## config.mk

```make
export PLATFORM = sky130hd
export DESIGN_NAME = rhpps_top
export DESIGN_NICKNAME = d
export VERILOG_FILES = /design/src/shared/rhpps_pkg.sv /design/src/rtl/rhpps_top.sv
export SDC_FILE = /design/constraint.sdc
export NUM_CORES = 1
export LEC_CHECK = 0
export ABC_AREA = 1
export BUFFER_PORTS_ARGS = -buffer_cell sky130_fd_sc_hd__buf_4
export CAP_MARGIN = 20
export CORE_ASPECT_RATIO = 0.75
export CORE_MARGIN = 5
export CORE_UTILIZATION = 49
export CTS_BUF_LIST = sky130_fd_sc_hd__clkbuf_4 sky130_fd_sc_hd__clkbuf_8
export DETAILED_ROUTE_END_ITERATION = 8
export GPL_TIMING_DRIVEN = 0
export PLACE_DENSITY = 0.89
export SKIP_LAST_GASP = 1
export SLEW_MARGIN = 20
export SYNTH_ARGS = -nofsm -noshare
export SYNTH_HDL_FRONTEND = slang
export SYNTH_SLANG_ARGS = --single-unit
```

## constraint.sdc

```tcl
create_clock -name ref_clk -period 2.76 [get_ports ref_clk]
set_input_delay 0.69 -clock ref_clk [delete_from_list [all_inputs] [get_ports ref_clk]]
set_output_delay 0.69 -clock ref_clk [all_outputs]
set_load 0.005 [all_outputs]
```

## src/shared/rhpps_pkg.sv

```systemverilog
`default_nettype none
package rhpps_pkg;

  // ----------------------------------------------------------------
  // register map (byte addresses)
  // ----------------------------------------------------------------
  localparam logic [11:0] ADDR_PORT_STATUS = 12'h000;
  localparam logic [11:0] ADDR_PORT_CTRL   = 12'h004;
  localparam logic [11:0] ADDR_IRQ_STATUS  = 12'h008;
  localparam logic [11:0] ADDR_IRQ_MASK    = 12'h00C;

  // ----------------------------------------------------------------
  // port status word bit positions
  // ----------------------------------------------------------------
  localparam int BIT_CONNECT    = 0;
  localparam int BIT_ENABLE     = 1;
  localparam int BIT_SUSPEND    = 2;
  localparam int BIT_RESET      = 4;
  localparam int BIT_POWER      = 8;
  localparam int BIT_CLR_POWER  = 9;
  localparam int BIT_LOW_SPEED  = 9;
  localparam int BIT_CONN_CHG   = 16;

  // ----------------------------------------------------------------
  // port control word bit positions
  // ----------------------------------------------------------------
  localparam int BIT_SWITCH_MODE = 0;
  localparam int BIT_POWER_MASK  = 1;
  localparam int BIT_SET_GLOBAL  = 2;
  localparam int BIT_CLR_GLOBAL  = 3;
  localparam int BIT_REMOVABLE   = 4;
  localparam int BIT_SW_SUPPORT  = 5;

  // ----------------------------------------------------------------
  // interrupt status bits
  // ----------------------------------------------------------------
  localparam int IRQ_CONN_CHG  = 0;
  localparam int IRQ_POWER_OFF = 1;

  // ----------------------------------------------------------------
  // reset values
  // ----------------------------------------------------------------
  localparam logic [5:0] CTRL_RESET   = 6'h20;
  localparam logic [1:0] IRQ_RESET    = 2'h0;
  localparam logic       FLAG_RESET   = 1'b0;

  typedef enum logic [1:0] {
    BUS_ADDR = 2'b01,
    BUS_DATA = 2'b10
  } rhpps_bus_e;

endpackage : rhpps_pkg
`default_nettype wire

```

## src/rtl/rhpps_top.sv

```systemverilog
// Implementation choices: the register offsets and the AHB-Lite slave port.
`default_nettype none
module rhpps_top (
  // clock and reset
  input  wire logic        ref_clk,
  input  wire logic        rst_n,
  // ahb-lite slave
  input  wire logic        hsel,
  input  wire logic [31:0] haddr,
  input  wire logic [1:0]  htrans,
  input  wire logic        hwrite,
  input  wire logic [2:0]  hsize,
  input  wire logic [31:0] hwdata,
  input  wire logic        hready,
  output logic      [31:0] hrdata,
  output logic             hreadyout,
  output logic             hresp,
  // port side
  input  wire logic        overCurrent,
  input  wire logic        deviceConnected,
  input  wire logic        lowSpeedDevice,
  input  wire logic        rootHubReset,
  // port state outputs
  output logic             portPowerFlag,
  output logic             currentConnectFlag,
  output logic             portEnabledFlag,
  output logic             portSuspendedFlag,
  output logic             portResetActiveFlag,
  output logic             irq
);

  // ----------------------------------------------------------------
  // bus capture
  // ----------------------------------------------------------------
  logic        dataPhase;
  logic        dataWrite;
  logic [11:0] dataAddr;
  logic        addrValid;

  // address phase taken on a nonsequential or sequential selected transfer
  assign addrValid = hsel & hready & htrans[1];

  // latch address phase for use in the data phase
  always_ff @(posedge ref_clk or negedge rst_n) begin
    if (!rst_n) begin
      dataPhase <= 1'b0;
      dataWrite <= 1'b0;
      dataAddr  <= 12'h000;
    end else if (hready) begin
      dataPhase <= addrValid;
      dataWrite <= addrValid & hwrite;
      dataAddr  <= haddr[11:0];
    end
  end

  // always zero wait, okay response
  always_ff @(posedge ref_clk or negedge rst_n) begin
    if (!rst_n) begin
      hreadyout <= 1'b1;
      hresp     <= 1'b0;
    end else begin
      hreadyout <= 1'b1;
      hresp     <= 1'b0;
    end
  end

  // ----------------------------------------------------------------
  // write strobes
  // ----------------------------------------------------------------
  logic wrStatus;
  logic wrCtrl;
  logic wrIrqStatus;
  logic wrIrqMask;

  assign wrStatus    = dataWrite & (dataAddr == rhpps_pkg::ADDR_PORT_STATUS);
  assign wrCtrl      = dataWrite & (dataAddr == rhpps_pkg::ADDR_PORT_CTRL);
  assign wrIrqStatus = dataWrite & (dataAddr == rhpps_pkg::ADDR_IRQ_STATUS);
  assign wrIrqMask   = dataWrite & (dataAddr == rhpps_pkg::ADDR_IRQ_MASK);

  // ----------------------------------------------------------------
  // control register
  // ----------------------------------------------------------------
  logic [5:0] ctrl;
  logic       powerSwitchMode;
  logic       perPortPowerMask;
  logic       deviceRemovableBit;
  logic       switchSupported;

  assign powerSwitchMode    = ctrl[rhpps_pkg::BIT_SWITCH_MODE];
  assign perPortPowerMask   = ctrl[rhpps_pkg::BIT_POWER_MASK];
  assign deviceRemovableBit = ctrl[rhpps_pkg::BIT_REMOVABLE];
  assign switchSupported    = ctrl[rhpps_pkg::BIT_SW_SUPPORT];

  // global command bits are self-clearing strobes
  always_ff @(posedge ref_clk or negedge rst_n) begin
    if (!rst_n) begin
      ctrl <= rhpps_pkg::CTRL_RESET;
    end else if (wrCtrl) begin
      ctrl <= hwdata[5:0];
    end else begin
      ctrl[rhpps_pkg::BIT_SET_GLOBAL] <= 1'b0;
      ctrl[rhpps_pkg::BIT_CLR_GLOBAL] <= 1'b0;
    end
  end

  // ----------------------------------------------------------------
  // power command decode
  // ----------------------------------------------------------------
  logic setPortPowerCmd;
  logic clearPortPowerCmd;
  logic setGlobalPowerCmd;
  logic clearGlobalPowerCmd;
  logic perPortEnabled;
  logic doSetPower;
  logic doClearPower;

  // only ones written act as commands
  assign setPortPowerCmd     = wrStatus & hwdata[rhpps_pkg::BIT_POWER];
  assign clearPortPowerCmd   = wrStatus & hwdata[rhpps_pkg::BIT_CLR_POWER];
  assign setGlobalPowerCmd   = ctrl[rhpps_pkg::BIT_SET_GLOBAL];
  assign clearGlobalPowerCmd = ctrl[rhpps_pkg::BIT_CLR_GLOBAL];

  // per-port commands only in per-port mode with mask set
  assign perPortEnabled = powerSwitchMode & perPortPowerMask;
  assign doSetPower   = perPortEnabled ? setPortPowerCmd : setGlobalPowerCmd;
  assign doClearPower = perPortEnabled ? clearPortPowerCmd : clearGlobalPowerCmd;

  // ----------------------------------------------------------------
  // port power flag
  // ----------------------------------------------------------------
  logic powerState;
  logic next_powerState;

  // overcurrent and clear win over set
  always_comb begin
    next_powerState = powerState;
    if (doSetPower) begin
      next_powerState = 1'b1;
    end
    if (doClearPower) begin
      next_powerState = 1'b0;
    end
    if (overCurrent) begin
      next_powerState = 1'b0;
    end
  end

  always_ff @(posedge ref_clk or negedge rst_n) begin
    if (!rst_n) begin
      powerState <= rhpps_pkg::FLAG_RESET;
    end else begin
      powerState <= next_powerState;
    end
  end

  // effective power: always on when switching is not built
  logic powerOn;
  assign powerOn = switchSupported ? powerState : 1'b1;

  // power fell this cycle
  logic powerPrev;
  logic powerOff;
  always_ff @(posedge ref_clk or negedge rst_n) begin
    if (!rst_n) begin
      powerPrev <= 1'b0;
    end else begin
      powerPrev <= powerOn;
    end
  end
  assign powerOff = powerPrev & ~powerOn;

  // ----------------------------------------------------------------
  // port status flags
  // ----------------------------------------------------------------
  logic setResetCmd;
  logic setEnableCmd;
  logic setSuspendCmd;
  logic connectRaw;

  assign setResetCmd   = wrStatus & hwdata[rhpps_pkg::BIT_RESET];
  assign setEnableCmd  = wrStatus & hwdata[rhpps_pkg::BIT_ENABLE];
  assign setSuspendCmd = wrStatus & hwdata[rhpps_pkg::BIT_SUSPEND];
  assign connectRaw    = deviceConnected & powerOn;

  // connect flag follows the port while powered
  always_ff @(posedge ref_clk or negedge rst_n) begin
    if (!rst_n) begin
      currentConnectFlag <= 1'b0;
    end else begin
      currentConnectFlag <= connectRaw;
    end
  end

  // enable, suspend and reset only set while connected
  always_ff @(posedge ref_clk or negedge rst_n) begin
    if (!rst_n) begin
      portEnabledFlag     <= 1'b0;
      portSuspendedFlag   <= 1'b0;
      portResetActiveFlag <= 1'b0;
    end else if (!powerOn || !connectRaw) begin
      portEnabledFlag     <= 1'b0;
      portSuspendedFlag   <= 1'b0;
      portResetActiveFlag <= 1'b0;
    end else begin
      if (setEnableCmd && currentConnectFlag) begin
        portEnabledFlag <= 1'b1;
      end
      if (setSuspendCmd && currentConnectFlag) begin
        portSuspendedFlag <= 1'b1;
      end
      if (setResetCmd && currentConnectFlag) begin
        portResetActiveFlag <= 1'b1;
      end
    end
  end

  // low speed indication sampled from the port
  logic lowSpeedAttached;
  always_ff @(posedge ref_clk or negedge rst_n) begin
    if (!rst_n) begin
      lowSpeedAttached <= 1'b0;
    end else begin
      lowSpeedAttached <= lowSpeedDevice & connectRaw;
    end
  end

  // ----------------------------------------------------------------
  // connect change flag
  // ----------------------------------------------------------------
  logic connectChangeFlag;
  logic connectEvent;
  logic badCmdEvent;
  logic setChange;
  logic clrChange;

  assign connectEvent = (connectRaw != currentConnectFlag) & ~deviceRemovableBit;
  assign badCmdEvent  = ~currentConnectFlag & (setResetCmd | setEnableCmd | setSuspendCmd);
  assign setChange    = connectEvent | badCmdEvent | (deviceRemovableBit & rootHubReset);
  assign clrChange    = wrStatus & hwdata[rhpps_pkg::BIT_CONN_CHG];

  // set wins over a simultaneous clear
  always_ff @(posedge ref_clk or negedge rst_n) begin
    if (!rst_n) begin
      connectChangeFlag <= rhpps_pkg::FLAG_RESET;
    end else if (setChange) begin
      connectChangeFlag <= 1'b1;
    end else if (clrChange) begin
      connectChangeFlag <= 1'b0;
    end
  end

  // ----------------------------------------------------------------
  // interrupts
  // ----------------------------------------------------------------
  logic [1:0] irqStatus;
  logic [1:0] irqMask;
  logic [1:0] irqEvents;

  assign irqEvents = {powerOff, setChange};

  // sticky, write one to clear, set wins
  always_ff @(posedge ref_clk or negedge rst_n) begin
    if (!rst_n) begin
      irqStatus <= rhpps_pkg::IRQ_RESET;
    end else begin
      irqStatus <= irqEvents | (irqStatus & ~(wrIrqStatus ? hwdata[1:0] : 2'h0));
    end
  end

  always_ff @(posedge ref_clk or negedge rst_n) begin
    if (!rst_n) begin
      irqMask <= rhpps_pkg::IRQ_RESET;
    end else if (wrIrqMask) begin
      irqMask <= hwdata[1:0];
    end
  end

  // registered level interrupt
  always_ff @(posedge ref_clk or negedge rst_n) begin
    if (!rst_n) begin
      irq <= 1'b0;
    end else begin
      irq <= |(next_irq());
    end
  end

  function automatic logic [1:0] next_irq();
    next_irq = (irqEvents | (irqStatus & ~(wrIrqStatus ? hwdata[1:0] : 2'h0))) & irqMask;
  endfunction : next_irq

  // ----------------------------------------------------------------
  // read data
  // ----------------------------------------------------------------
  logic [31:0] statusWord;
  logic [31:0] readMux;

  // reserved bits read as zero
  always_comb begin
    statusWord = 32'h0000_0000;
    statusWord[rhpps_pkg::BIT_CONNECT]   = currentConnectFlag;
    statusWord[rhpps_pkg::BIT_ENABLE]    = portEnabledFlag;
    statusWord[rhpps_pkg::BIT_SUSPEND]   = portSuspendedFlag;
    statusWord[rhpps_pkg::BIT_RESET]     = portResetActiveFlag;
    statusWord[rhpps_pkg::BIT_POWER]     = powerOn;
    statusWord[rhpps_pkg::BIT_LOW_SPEED] = lowSpeedAttached;
    statusWord[rhpps_pkg::BIT_CONN_CHG]  = connectChangeFlag;
  end

  // decode on the address phase, register for the data phase
  always_comb begin
    readMux = 32'h0000_0000;
    case (haddr[11:0])
      rhpps_pkg::ADDR_PORT_STATUS: readMux = statusWord;
      rhpps_pkg::ADDR_PORT_CTRL:   readMux = {26'h000_0000, ctrl};
      rhpps_pkg::ADDR_IRQ_STATUS:  readMux = {30'h0000_0000, irqStatus};
      rhpps_pkg::ADDR_IRQ_MASK:    readMux = {30'h0000_0000, irqMask};
      default:                     readMux = 32'h0000_0000;
    endcase
  end

  always_ff @(posedge ref_clk or negedge rst_n) begin
    if (!rst_n) begin
      hrdata <= 32'h0000_0000;
    end else if (addrValid && !hwrite) begin
      hrdata <= readMux;
    end
  end

  // ----------------------------------------------------------------
  // port state outputs
  // ----------------------------------------------------------------
  always_ff @(posedge ref_clk or negedge rst_n) begin
    if (!rst_n) begin
      portPowerFlag <= 1'b0;
    end else begin
      portPowerFlag <= next_powerState | ~switchSupported;
    end
  end

endmodule : rhpps_top
`default_nettype wire

```

==> Word level (Yosys, flattened, before mapping) <==
Cells that the tools add are included.
{ "word_totals": {"regBits": 65, "output_inout_bits": 40, "word_cells": 89} }
{ "op_classes": {"n_eq_ne": 7, "mux": 17, "bitwise": 33, "n_reduce_logical": 15} }
{ "op_table": {"columns": ["cell", "count"], "rows": [
  ["17-bit case mux with 4 select lines", 1],
  ["12-bit by 4-bit == test with 1-bit output, second input constant", 4],
  ["12-bit by 3-bit == test with 1-bit output, second input constant", 2],
  ["12-bit logical NOT", 2],
  ["1-bit bitwise AND", 20],
  ["1-bit two-way mux", 14],
  ["2-bit nonzero test", 4],
  ["1-bit OR", 5],
  ["2-bit bitwise AND", 2],
  ["1-bit logical AND", 4],
  ["2-bit two-way mux", 2],
  ["1-bit NOT", 4],
  ["1-bit logical NOT", 3],
  ["2-bit NOT", 1],
  ["2-bit OR", 1],
  ["2-bit OR reduction", 1],
  ["1-bit logical OR", 1],
  ["1-bit != test", 1]
]} }

==> Depth between registers and ports, before layout <==
Gate-level depths: netlist (run 1).
{ "depth": {"ltp_word": 11, "ltp_mapped": 10, "mapped_depth_nobuf": 10} }

==> Least setup slack after synthesis (run 1) <==
Ideal clock, no wire load.
{ "synth_path": {"kind": "input port to flip-flop", "from": "input haddr[1]", "to": "register hrdata[4]", "setup_time_ns": 0.066, "arrival_ns": 1.508, "path_slack_ns": 1.186, "stages": 4, "n_path_buf": 1, "path_cell_list": "or2_1 > buf_6 > nor4_4 > a22o_1"} }
{ "synth_between": {"elab_chain_len": 2, "elab_cells_between_ends": 5} }
{ "synth_rtl": {"columns": ["element", "line", "source"], "rows": [
  ["start, declared", "rhpps_top.sv:9", "input wire logic [31:0] haddr,"],
  ["12-bit by 4-bit == test with 1-bit output (tied with other cells)", "rhpps_top.sv:312", "case (haddr[11:0])"],
  ["17-bit case mux with 4 select lines (*)", "rhpps_top.sv:312", null],
  ["end signal, assigned", "rhpps_top.sv:325", "hrdata <= readMux;"],
  ["end, declared", "rhpps_top.sv:15", "output logic [31:0] hrdata,"]
]} }
Mark *: on every way between the ends. The rest lies on a longest branch, timed or not.
A chain may end at the register's enable or synchronous reset.

==> Final worst setup path (run 1) <==
{ "layout_path": {"from": "register currentConnectFlag", "to": "output currentConnectFlag"} }
{ "layout_rtl": {"columns": ["element", "line", "source"], "rows": [
  ["start, declared", "rhpps_top.sv:25", "output logic currentConnectFlag,"],
  ["start signal, assigned", "rhpps_top.sv:190", "currentConnectFlag <= connectRaw;"]
]} }
No word-level cell between the ends.

==> impl_metrics.prom, run 1 <==
# TYPE chip_impl_metric gauge
chip_impl_info{name="run_status",value="complete, no violations"} 1
chip_impl_metric{name="register_area",unit="mm^2"} 0.00105
chip_impl_metric{name="cp_num_buf_inv",unit=""} 1
chip_impl_metric{name="max-vdd-ir-drop",unit="mV"} 0.327
chip_impl_metric{name="reg2reg_slack",unit="ns"} 1.25
chip_impl_metric{name="timing.final.hold_violations",unit=""} 0
chip_impl_metric{name="static-leakage-power",unit="uW"} 0.00143
chip_impl_metric{name="syn-mean-instance-area",unit="um^2"} 9.23
chip_impl_metric{name="crit_fanout",unit=""} 5
chip_impl_metric{name="finalWorstSetupSlack",unit="ns"} 1.19
chip_impl_info{name="ctsRootBufferMaster",value="clkbuf_8"} 1
chip_impl_metric{name="die_w",unit="um"} 86.5
chip_impl_metric{name="synth-warning-count",unit=""} 0
chip_impl_metric{name="syn-cell-area",unit="mm^2"} 0.00215
chip_impl_metric{name="initial_core_util",unit="%"} 51.7
chip_impl_metric{name="timing.fmax",unit="MHz"} 636
chip_impl_metric{name="setup_total_negative_slack",unit="ns"} 0
chip_impl_metric{name="die_span_y",unit="um"} 67.4
chip_impl_metric{name="timing.max_cap.violations",unit=""} 0
chip_impl_info{name="reg2reg_to",value="irq$_DFF_PN0_"} 1
chip_impl_metric{name="met1_usage",unit="%"} 24.3
chip_impl_metric{name="cts-htree-levels",unit=""} 2
chip_impl_metric{name="dr_total_vias",unit=""} 1745
chip_impl_metric{name="critPathArrivalTime",unit="ns"} 0.88
chip_impl_metric{name="period_minus_slack",unit="ns"} 1.57
chip_impl_metric{name="met3_track_usage_gr",unit="%"} 5.98
chip_impl_metric{name="post_drt_via_cell_ratio",unit=""} 4.81
chip_impl_metric{name="timing_worst_slew_pin_value",unit="ns"} 0.514
chip_impl_metric{name="clock_sink_total",unit=""} 42
chip_impl_metric{name="fp.coreArea",unit="mm^2"} 0.00415
chip_impl_metric{name="first_iter_violations",unit=""} 79
chip_impl_metric{name="final_min_period_over_clock_period",unit="%"} 57.0
chip_impl_metric{name="track_usage",unit="%"} 17.5
chip_impl_info{name="worstSetupStartpointType",value="register"} 1
chip_impl_metric{name="clock_skew",unit="ns"} 0.00728
chip_impl_metric{name="setup_viol",unit=""} 0
chip_impl_metric{name="layout_area_growth_over_synthesis",unit="%"} 27.0
chip_impl_metric{name="final-max-slew-violation-count",unit=""} 0
chip_impl_info{name="cp_max_stage_cell",value="dfrtp_1"} 1
chip_impl_info{name="rsz0062_at_grt",value="no"} 1
chip_impl_metric{name="dpl-instance-area",unit="mm^2"} 0.00264
chip_impl_metric{name="post_cts_hold_buffer_count",unit=""} 0
chip_impl_metric{name="fp.dieArea",unit="mm^2"} 0.00583
chip_impl_info{name="synthFlopType",value="dfrtp_1"} 1
chip_impl_metric{name="relSlewSlack",unit="%"} 65.8
chip_impl_metric{name="stdcell_count",unit=""} 363
chip_impl_metric{name="critical_path_required",unit="ns"} 2.07
chip_impl_metric{name="clkTransAtPathRegs",unit="ns"} 0.08
chip_impl_metric{name="flop_and_latch_count_out_of_synthesis",unit=""} 42
chip_impl_info{name="cpLargestDelayFamily",value="flip-flops"} 1
chip_impl_metric{name="post_drt_wl_per_cell",unit="um"} 13.2
chip_impl_info{name="r2r_start",value="dataAddr[11]$_DFFE_PN0P_"} 1
chip_impl_metric{name="antenna_cells_inserted",unit=""} 0
chip_impl_info{name="top_usage_layer",value="met2"} 1
chip_impl_metric{name="grt_first_pass_wirelength",unit="um"} 7750
chip_impl_metric{name="worst_skew_pair_later_pin_latency",unit="ns"} 0.30
chip_impl_metric{name="max_stage_delay",unit="ns"} 0.43
chip_impl_metric{name="power.density",unit="mW/mm^2"} 448
chip_impl_metric{name="cts_buffers",unit=""} 5
chip_impl_info{name="hp-class",value="input pin to asynchronous set/reset pin"} 1
chip_impl_metric{name="reg2regPathDepth",unit=""} 8
chip_impl_metric{name="total_wirelength",unit="um"} 4800
chip_impl_info{name="end_kind",value="output port"} 1
chip_impl_metric{name="async_flop_share",unit="%"} 100
chip_impl_metric{name="layout-drive-gt1-share",unit="%"} 35.4
chip_impl_info{name="cts_tree",value="yes"} 1
chip_impl_metric{name="route.detailed.drc",unit=""} 0
chip_impl_metric{name="gr-usage-met2",unit="%"} 25.9
chip_impl_metric{name="core.rowCount",unit=""} 20
chip_impl_metric{name="synth_cell_type_count",unit=""} 30
chip_impl_metric{name="multiInputGateArea",unit="um^2"} 863
chip_impl_metric{name="post_cts_resized",unit=""} 0
chip_impl_metric{name="placed_cells",unit=""} 355
chip_impl_metric{name="drt_pass1_iterations",unit=""} 4
chip_impl_metric{name="fin_nets",unit=""} 385
chip_impl_metric{name="gp_routability_congestion",unit=""} 0.875
chip_impl_metric{name="grt_max_degree",unit=""} 43
chip_impl_metric{name="via_count_of_the_first_global_routing_pass",unit=""} 1671
chip_impl_metric{name="post_cts.repair.setup_buffers",unit=""} 0
chip_impl_info{name="timing.setup.critical_path_class",value="register to output port"} 1
chip_impl_metric{name="synth_edf_count",unit=""} 0
chip_impl_metric{name="layout.filler_cells",unit=""} 359
chip_impl_metric{name="top_level_i_o_count",unit=""} 118
chip_impl_metric{name="post-place-ws",unit="ns"} 0.917
chip_impl_info{name="cell_breakdown_of_the_critical_path",value="buf_4"} 1
chip_impl_metric{name="portBuffers",unit=""} 44
chip_impl_metric{name="cts_buffer_depth",unit=""} 2
chip_impl_metric{name="antenna_found_initial",unit=""} 0
chip_impl_metric{name="post-route-cell-area",unit="mm^2"} 0.00273
chip_impl_metric{name="ant_nets",unit=""} 0
chip_impl_metric{name="grt.overflow.total",unit=""} 0
chip_impl_metric{name="detailedPlacementHpwl",unit="um"} 3820
chip_impl_metric{name="yosysSeqAreaShare",unit="%"} 49.0
chip_impl_metric{name="synthCells",unit=""} 233
## flip-flops by register name, indices dropped and copies added, names as in the netlist
register and count:
connectChangeFlag 1, ctrl 6, currentConnectFlag 1, dataAddr 12
dataWrite 1, hrdata 9, irq 1, irqMask 2
irqStatus 2, lowSpeedAttached 1, portEnabledFlag 1, portPowerFlag 1
portResetActiveFlag 1, portSuspendedFlag 1, powerPrev 1, powerState 1
## final cells by class
| cell class | count | area share (%) |
|---|---|---|
| tap | 55 | 2.52 |
| buffer | 30 | 8.57 |
| inverter | 23 | 3.16 |
| sequential | 42 | 38.5 |
| clock inverter | 2 | 0.458 |
| multi-input combinational | 161 | 31.6 |
| timing repair buffer | 44 | 12.1 |
| clock buffer | 6 | 3.02 |
## through the flow
stage	hold WS (ns)	utilization (%)	power, uW
floorplan	0.394	-	752
CTS	0.371	65.7	1230
finish	0.359	65.7	1220
detailed placement	0.454	63.4	820
global placement	0.449	63.4	814
global route	0.401	65.7	1290
## cells by family after synthesis
logic type	Yosys count	synth area share (%)
other	2	0.349
AND/OR/NAND/NOR	98	23.3
flip-flops	42	49.0
multiplexers	10	5.24
AO/OA/AOI/OAI	28	7.28
buffers and inverters	53	14.9
## worst max path at each step
stage | startpoint | endpoint | slack, ns | cells after the start
detailed placement | haddr[9] | hrdata[3]$_DFFE_PN0P_ | 0.92 | 7
global placement | haddr[1] | hrdata[0]$_DFFE_PN0P_ | 0.97 | 6
floorplan | haddr[1] | hrdata[4]$_DFFE_PN0P_ | 1.19 | 4
global route | ctrl[5]$_DFFE_PN1P_ | irq$_DFF_PN0_ | 1.10 | 9
CTS | currentConnectFlag$_DFF_PN0_ | currentConnectFlag | 1.18 | 1
finish | currentConnectFlag$_DFF_PN0_ | currentConnectFlag | 1.19 | 1
## routing by layer
| metal | vias to the layer above | part of all wire, % |
|---|---|---|
| met5 | - | 0 |
| met4 | 0 | 1.1 |
| met3 | 7 | 10 |
| met2 | 83 | 45 |
| met1 | 799 | 43 |
| li1 | 856 | - |
## synthesized netlist by cell type (all sizes together), types with 3 or more instances
library cell | number | area share, %
nor2 | 26 | 5.5
nand3 | 23 | 6.3
dfrtp | 41 | 48
a21oi | 6 | 1.4
mux2 | 10 | 5.2
nand4 | 3 | 0.87
nor3 | 4 | 1.7
buf | 30 | 11
nand2 | 39 | 7.2
o21ai | 16 | 3.7
inv | 23 | 4.0
## layout by cell type, fill, tap and decap left out
cell | synthesis | routed
buf_6 | 3 | 3
clkinv_2 | 0 | 1
mux2_2 | 10 | 10
nor3_2 | 1 | 1
buf_2 | 1 | 1
a21oi_1 | 6 | 6
o22ai_1 | 1 | 1
nand2_1 | 36 | 36
nand4_1 | 3 | 3
nand3b_2 | 1 | 1
inv_1 | 22 | 22
nand3_1 | 19 | 19
o21ai_1 | 4 | 4
nor2_2 | 2 | 2
clkinvlp_4 | 0 | 1
dfrtp_1 | 41 | 41
nand2_2 | 3 | 3
buf_4 | 26 | 70
nor3_4 | 1 | 1
or2_1 | 1 | 1
nor2_4 | 2 | 2
nor2_1 | 22 | 22
clkbuf_8 | 0 | 6
o21ai_0 | 12 | 12
a22o_1 | 2 | 2
inv_2 | 1 | 1
o31ai_1 | 2 | 2
nand3_2 | 4 | 4
nor4_4 | 1 | 1
dfstp_2 | 1 | 1
o211ai_1 | 1 | 1
nor3_1 | 2 | 2
conb_1 | 2 | 25
## where the power goes
part           internal (uW)  switching [uW]  total [uW]  leakage [uW]
logic                   79.4            75.3         155      0.000877
clock network            201             212         413     0.0000472
registers                640            15.5         655      0.000505
total                    920             303        1220       0.00143
Note: power is estimated with default switching activity, not from simulation.
==> inputs of run 2 (changes only) <==
CORE_UTILIZATION = 46   (was 49)
PLACE_DENSITY = 0.84   (was 0.89)
clock period = 1.6 ns   (was 2.76 ns; I/O delays follow)
==> run 2 against run 1 <==
Effect of this change: non-clock buffer count is 4 higher; flip-flop and latch count stayed put; highest routed layer unchanged; sequential share of layout area is 0.68 points lower.
==> impl_metrics.prom, run 2 (synthesized netlist as in run 1, its figures left out) <==
# TYPE chip_impl_metric gauge
chip_impl_info{name="reg2reg_to",value="irq$_DFF_PN0_"} 1
chip_impl_metric{name="ant_nets",unit=""} 0
chip_impl_metric{name="die_span_y",unit="um"} 69.2
chip_impl_metric{name="largest_register_ffs",unit=""} 12
chip_impl_metric{name="critical_path_required",unit="ns"} 1.79
chip_impl_metric{name="placed_cells",unit=""} 357
chip_impl_metric{name="cts-htree-levels",unit=""} 2
chip_impl_info{name="most-common-layout-cells",value="buf_4 (74), dfrtp_1 (41), nand2_1 (36), conb_1 (25), inv_1 (22)"} 1
chip_impl_metric{name="top_level_i_o_count",unit=""} 118
chip_impl_metric{name="post_drt_wl_per_cell",unit="um"} 13.3
chip_impl_info{name="hp-class",value="input pin to asynchronous set/reset pin"} 1
chip_impl_metric{name="grt_max_degree",unit=""} 43
chip_impl_metric{name="crit_fanout",unit=""} 6
chip_impl_metric{name="critPathArrivalTime",unit="ns"} 1.65
chip_impl_info{name="timing.setup.critical_path_class",value="register to register"} 1
chip_impl_metric{name="reg2reg_slack",unit="ns"} 0.14
chip_impl_metric{name="gp_routability_congestion",unit=""} 0.848
chip_impl_metric{name="worst_skew_pair_later_pin_latency",unit="ns"} 0.29
chip_impl_metric{name="die_w",unit="um"} 88.9
chip_impl_metric{name="cts_buffer_depth",unit=""} 2
chip_impl_info{name="worstSetupStartpointType",value="register"} 1
chip_impl_metric{name="clock_skew",unit="ns"} 0.00413
chip_impl_metric{name="power.density",unit="mW/mm^2"} 760
chip_impl_info{name="top_regs",value="dataAddr (12), hrdata (9), ctrl (6)"} 1
chip_impl_metric{name="reg2regPathDepth",unit=""} 9
chip_impl_info{name="end_kind",value="register"} 1
chip_impl_metric{name="antenna_found_initial",unit=""} 0
chip_impl_metric{name="timing.final.hold_violations",unit=""} 0
chip_impl_metric{name="detailedPlacementHpwl",unit="um"} 3760
chip_impl_metric{name="grt.overflow.total",unit=""} 0
chip_impl_metric{name="track_usage",unit="%"} 16.5
chip_impl_metric{name="timing.max_cap.violations",unit=""} 0
chip_impl_metric{name="final_core_utilization",unit="%"} 61.8
chip_impl_info{name="ctsRootBufferMaster",value="clkbuf_8"} 1
chip_impl_metric{name="fin_nets",unit=""} 389
chip_impl_metric{name="post_drt_via_cell_ratio",unit=""} 4.74
chip_impl_metric{name="cts_buffers",unit=""} 5
chip_impl_info{name="run_status",value="complete, no violations"} 1
chip_impl_metric{name="final-max-slew-violation-count",unit=""} 0
chip_impl_metric{name="final_min_period_over_clock_period",unit="%"} 91.2
chip_impl_info{name="r2r_start",value="ctrl[5]$_DFFE_PN1P_"} 1
chip_impl_metric{name="first_iter_violations",unit=""} 104
chip_impl_info{name="max_flop_register",value="dataAddr"} 1
chip_impl_metric{name="clkTransAtPathRegs",unit="ns"} 0.08
chip_impl_metric{name="layout-drive-gt1-share",unit="%"} 36.9
chip_impl_metric{name="dpl-instance-area",unit="mm^2"} 0.00264
chip_impl_metric{name="dr_total_vias",unit=""} 1749
chip_impl_metric{name="portBuffers",unit=""} 44
chip_impl_metric{name="fin_total_pwr",unit="uW"} 2110
chip_impl_metric{name="fp.dieArea",unit="mm^2"} 0.00615
chip_impl_info{name="cts_tree",value="yes"} 1
chip_impl_metric{name="total_wirelength",unit="um"} 4910
chip_impl_metric{name="stdcell_count",unit=""} 369
chip_impl_metric{name="timing_worst_slew_pin_value",unit="ns"} 0.517
chip_impl_metric{name="antenna_cells_inserted",unit=""} 0
chip_impl_metric{name="max-vdd-ir-drop",unit="mV"} 0.427
chip_impl_metric{name="setup_total_negative_slack",unit="ns"} 0
chip_impl_metric{name="period_minus_slack",unit="ns"} 1.46
chip_impl_metric{name="core.rowCount",unit=""} 21
chip_impl_metric{name="static-leakage-power",unit="uW"} 0.00146
chip_impl_metric{name="setup_viol",unit=""} 0
chip_impl_metric{name="post-route-cell-area",unit="mm^2"} 0.00278
chip_impl_metric{name="layout_area_growth_over_synthesis",unit="%"} 29.3
chip_impl_info{name="rsz0062_at_grt",value="no"} 1
chip_impl_metric{name="fp.coreArea",unit="mm^2"} 0.00449
chip_impl_metric{name="post_cts_hold_buffer_count",unit=""} 0
chip_impl_metric{name="drt_pass1_iterations",unit=""} 4
chip_impl_metric{name="timing.fmax",unit="MHz"} 685
chip_impl_metric{name="relSlewSlack",unit="%"} 65.5
chip_impl_metric{name="initial_core_util",unit="%"} 47.8
chip_impl_metric{name="grt_first_pass_wirelength",unit="um"} 7970
chip_impl_metric{name="via_count_of_the_first_global_routing_pass",unit=""} 1685
chip_impl_metric{name="route.detailed.drc",unit=""} 0
chip_impl_metric{name="clock_sink_total",unit=""} 42
chip_impl_info{name="final_common_cell",value="buf_4"} 1
run 2: through the flow:
stage | hold slack [ns] | worst slack, ns
floorplan | 0.104 | 0.316
global placement | 0.411 | 0.100
detailed placement | 0.412 | 0.0674
CTS | 0.0935 | 0.122
global route | 0.120 | 0.00872
finish | 0.0729 | 0.141
run 2: power breakdown:
| part | total, uW | switching [uW] | internal [uW] | leakage (uW) |
|---|---|---|---|---|
| Clock | 709 | 362 | 347 | 0.0000472 |
| Sequential | 1130 | 28.3 | 1100 | 0.000505 |
| Combinational | 271 | 132 | 139 | 0.000905 |
run 2: area by class of cell:
type / instances / area, um^2
Clock buffer: 6 / 82.6
Clock inverter: 2 / 12.5
Fill cell: 381 / 1710
Buffer: 30 / 234
Tap cell: 57 / 71.3
Inverter: 23 / 86.3
Timing Repair Buffer: 48 / 360
Sequential cell: 42 / 1050
Multi-Input combinational cell: 161 / 880
run 2: critical path, stage by stage, from the launching register on:
cell	delay (ns)
dfstp_2	0.56
nand2_2	0.09
nand2_4	0.11
inv_2	0.04
nor2_1	0.07
o21ai_0	0.07
o21ai_0	0.16
nand3_2	0.14
nand2_1	0.08
nand2_1	0.05
run 2: repair_timing:
action | in CTS | in global routing
setup endpoints to repair | 0 | 2
resized for setup | 0 | 4
endpoints found under the hold margin | 0 | 0
buffers inserted | 0 | 4
run 2: per-layer routing:
layer | global-route usage [%] | wire length (um) | up-vias
met2 | 24.5 | 2280 | 70
li1 | - | - | 859
met3 | 4.04 | 416 | 7
met1 | 23.6 | 2150 | 813
met4 | 5.29 | 60 | 0
met5 | 0 | 0 | -
run 2: how the worst max path moves through the flow:
stage	start	endpoint	cells after the start
final	ctrl[5]$_DFFE_PN1P_	irq$_DFF_PN0_	9
after global routing	dataAddr[5]$_DFFE_PN0P_	irq$_DFF_PN0_	10
after CTS	ctrl[5]$_DFFE_PN1P_	irq$_DFF_PN0_	9
after detailed placement	haddr[9]	hrdata[5]$_DFFE_PN0P_	7
after global placement	haddr[1]	hrdata[0]$_DFFE_PN0P_	6
after floorplan	haddr[1]	hrdata[4]$_DFFE_PN0P_	4
==> inputs of run 3 (changes only) <==
CORE_ASPECT_RATIO = 1.4   (was 0.75)
==> run 3 against run 2 <==
Effect of this change: clock power increased by 15%; final cell count increased by 0.54%; sequential share of layout area increased by 0.26 points; non-clock buffer count decreased by 3; clock-buffer cell count decreased by 1; die area about the same; critical path type unchanged.
==> impl_metrics.prom, run 3 (synthesized netlist as in run 1, its figures left out) <==
# TYPE chip_impl_metric gauge
chip_impl_metric{name="cts_buffers",unit=""} 5
chip_impl_metric{name="final_min_period_over_clock_period",unit="%"} 91.8
chip_impl_metric{name="switchingPower",unit="uW"} 506
chip_impl_metric{name="setup_total_negative_slack",unit="ns"} 0
chip_impl_metric{name="die_span_y",unit="um"} 90.9
chip_impl_metric{name="cts_buffer_depth",unit=""} 2
chip_impl_metric{name="crit_fanout",unit=""} 6
chip_impl_metric{name="period_minus_slack",unit="ns"} 1.47
chip_impl_metric{name="critical_path_required",unit="ns"} 1.84
chip_impl_metric{name="fin_nets",unit=""} 386
chip_impl_metric{name="worst_skew_pair_later_pin_latency",unit="ns"} 0.29
chip_impl_metric{name="static-leakage-power",unit="uW"} 0.00145
chip_impl_metric{name="max-vdd-ir-drop",unit="mV"} 0.636
chip_impl_metric{name="post_cts_hold_buffer_count",unit=""} 0
chip_impl_info{name="max_flop_register",value="dataAddr"} 1
chip_impl_metric{name="die_w",unit="um"} 67.8
chip_impl_metric{name="final-max-slew-violation-count",unit=""} 0
chip_impl_info{name="final_common_cell",value="buf_4"} 1
chip_impl_metric{name="total_wirelength",unit="um"} 4530
chip_impl_metric{name="critPathArrivalTime",unit="ns"} 1.70
chip_impl_metric{name="ant_nets",unit=""} 0
chip_impl_info{name="most-common-layout-cells",value="buf_4 (71), dfrtp_1 (41), nand2_1 (36), conb_1 (25)"} 1
chip_impl_metric{name="layout-drive-gt1-share",unit="%"} 35.6
chip_impl_info{name="worstSetupStartpointType",value="register"} 1
chip_impl_metric{name="timing.fmax",unit="MHz"} 681
chip_impl_metric{name="detailedPlacementHpwl",unit="um"} 3700
chip_impl_metric{name="layout_area_growth_over_synthesis",unit="%"} 28.4
chip_impl_metric{name="initial_core_util",unit="%"} 47.4
chip_impl_metric{name="grt_first_pass_wirelength",unit="um"} 7640
chip_impl_metric{name="power.clock.fraction",unit="%"} 36.9
chip_impl_metric{name="timing_worst_slew_pin_value",unit="ns"} 0.515
chip_impl_metric{name="netSwitchingFraction",unit="%"} 22.9
chip_impl_metric{name="clock_skew",unit="ns"} 0.00621
chip_impl_metric{name="power.density",unit="mW/mm^2"} 799
chip_impl_metric{name="timing.max_cap.violations",unit=""} 0
chip_impl_metric{name="post-place-ws",unit="ns"} 0.0554
chip_impl_info{name="ctsRootBufferMaster",value="clkbuf_8"} 1
chip_impl_metric{name="first_iter_violations",unit=""} 49
chip_impl_metric{name="route.detailed.drc",unit=""} 0
chip_impl_info{name="end_kind",value="register"} 1
chip_impl_metric{name="fp.coreArea",unit="mm^2"} 0.00454
chip_impl_metric{name="post_drt_wl_per_cell",unit="um"} 12.2
chip_impl_metric{name="dr_total_vias",unit=""} 1713
chip_impl_metric{name="track_usage",unit="%"} 16.1
chip_impl_metric{name="clkTransAtPathRegs",unit="ns"} 0.08
chip_impl_metric{name="p_comb_share",unit="%"} 12.0
chip_impl_metric{name="seqPwrFrac",unit="%"} 51.1
chip_impl_metric{name="relSlewSlack",unit="%"} 65.7
chip_impl_info{name="timing.setup.critical_path_class",value="register to register"} 1
chip_impl_metric{name="fp.dieArea",unit="mm^2"} 0.00616
chip_impl_metric{name="antenna_cells_inserted",unit=""} 0
chip_impl_metric{name="grt_max_degree",unit=""} 43
chip_impl_metric{name="post_drt_via_cell_ratio",unit=""} 4.62
chip_impl_metric{name="via_count_of_the_first_global_routing_pass",unit=""} 1745
chip_impl_metric{name="core.rowCount",unit=""} 29
chip_impl_info{name="hp-class",value="input pin to asynchronous set/reset pin"} 1
chip_impl_metric{name="top_level_i_o_count",unit=""} 118
chip_impl_metric{name="cts-htree-levels",unit=""} 2
chip_impl_metric{name="drt_pass1_iterations",unit=""} 4
chip_impl_metric{name="finalWorstSetupSlack",unit="ns"} 0.131
chip_impl_metric{name="largest_register_ffs",unit=""} 12
chip_impl_info{name="cts_tree",value="yes"} 1
chip_impl_info{name="run_status",value="complete, no violations"} 1
chip_impl_metric{name="timing.final.hold_violations",unit=""} 0
chip_impl_metric{name="setup_viol",unit=""} 0
chip_impl_metric{name="antenna_found_initial",unit=""} 0
chip_impl_metric{name="portBuffers",unit=""} 44
chip_impl_info{name="top_regs",value="dataAddr (12), hrdata (9), ctrl (6)"} 1
chip_impl_metric{name="internal-power",unit="uW"} 1700
chip_impl_metric{name="clock_sink_total",unit=""} 42
chip_impl_metric{name="gp_routability_congestion",unit=""} 0.811
chip_impl_metric{name="grt.overflow.total",unit=""} 0
-- run 3: power by group through the flow --
| stage | clock (uW) | combinational (uW) | sequential, uW |
|---|---|---|---|
| CTS | 825 | 263 | 1130 |
| finish | 815 | 264 | 1130 |
| global route | 882 | 294 | 1130 |
| global placement | 0 | 258 | 1150 |
| floorplan | 0 | 154 | 1140 |
| detailed placement | 0 | 263 | 1150 |
-- run 3: layout make-up --
| type | instances | area [um^2] |
|---|---|---|
| plain buffers | 30 | 234 |
| multi-input cells | 161 | 863 |
| clock inverters | 3 | 40.0 |
| clock buffers | 5 | 68.8 |
| inverters | 23 | 86.3 |
| fillers | 379 | 1780 |
| repair buffers | 45 | 338 |
| well taps | 62 | 77.6 |
| flip-flops and latches | 42 | 1050 |
-- run 3: critical path, cell delays in order (launching register included) --
cell and delay (ns):
dfrtp_1 0.39, nor2_1 0.12, nand2_1 0.10, nor2_4 0.18, buf_4 0.17, nand3_1 0.10, nand2_1 0.09, nand2_1 0.07
nand3_2 0.08, nand2_1 0.05, nand2_1 0.06
-- run 3: through the flow --
stage	util [%]	hold slack [ns]	cell area, um^2	power, uW	std cells
after floorplan	-	0.104	2240	1300	256
after global placement	58.3	0.404	2640	1400	362
after detailed placement	58.3	0.404	2640	1410	362
after CTS	60.7	0.0859	2750	2210	370
after global routing	60.9	0.113	2760	2310	371
final	60.9	0.0790	2760	2210	371
-- run 3: worst paths after layout --
path / endpoint / cells past startpoint / startpoint / slack (ns)
worst max-delay path: irq$_DFF_PN0_ / 10 / dataAddr[5]$_DFFE_PN0P_ / 0.13
worst min-delay path: hrdata[1]$_DFFE_PN0P_ / 1 / rst_n / 0.08
worst max register to register: irq$_DFF_PN0_ / 10 / dataAddr[5]$_DFFE_PN0P_ / 0.13
worst min register to register: portPowerFlag$_DFF_PN0_ / 1 / ctrl[5]$_DFFE_PN1P_ / 0.47
max in group asynchronous: ctrl[5]$_DFFE_PN1P_ / 1 / rst_n / 1.15
min in group ref_clk: ctrl[3]$_DFF_PN0_ / 3 / hwdata[3] / 0.32
-- run 3: metal layers --
metal / vias to the layer above / GRT usage [%] / wire (um)
met5: - / 0 / 0
met4: 0 / 5.80 / 102
met3: 9 / 5.23 / 340
met2: 59 / 27.1 / 2380
met1: 789 / 18.4 / 1710
li1: 856 / - / -
-- run 3: timing repair --
action,in CTS,in global routing
gates resized for setup,0,1
buffers inserted,0,1
endpoints found under the hold margin,0,0
endpoints found under the setup margin,0,1
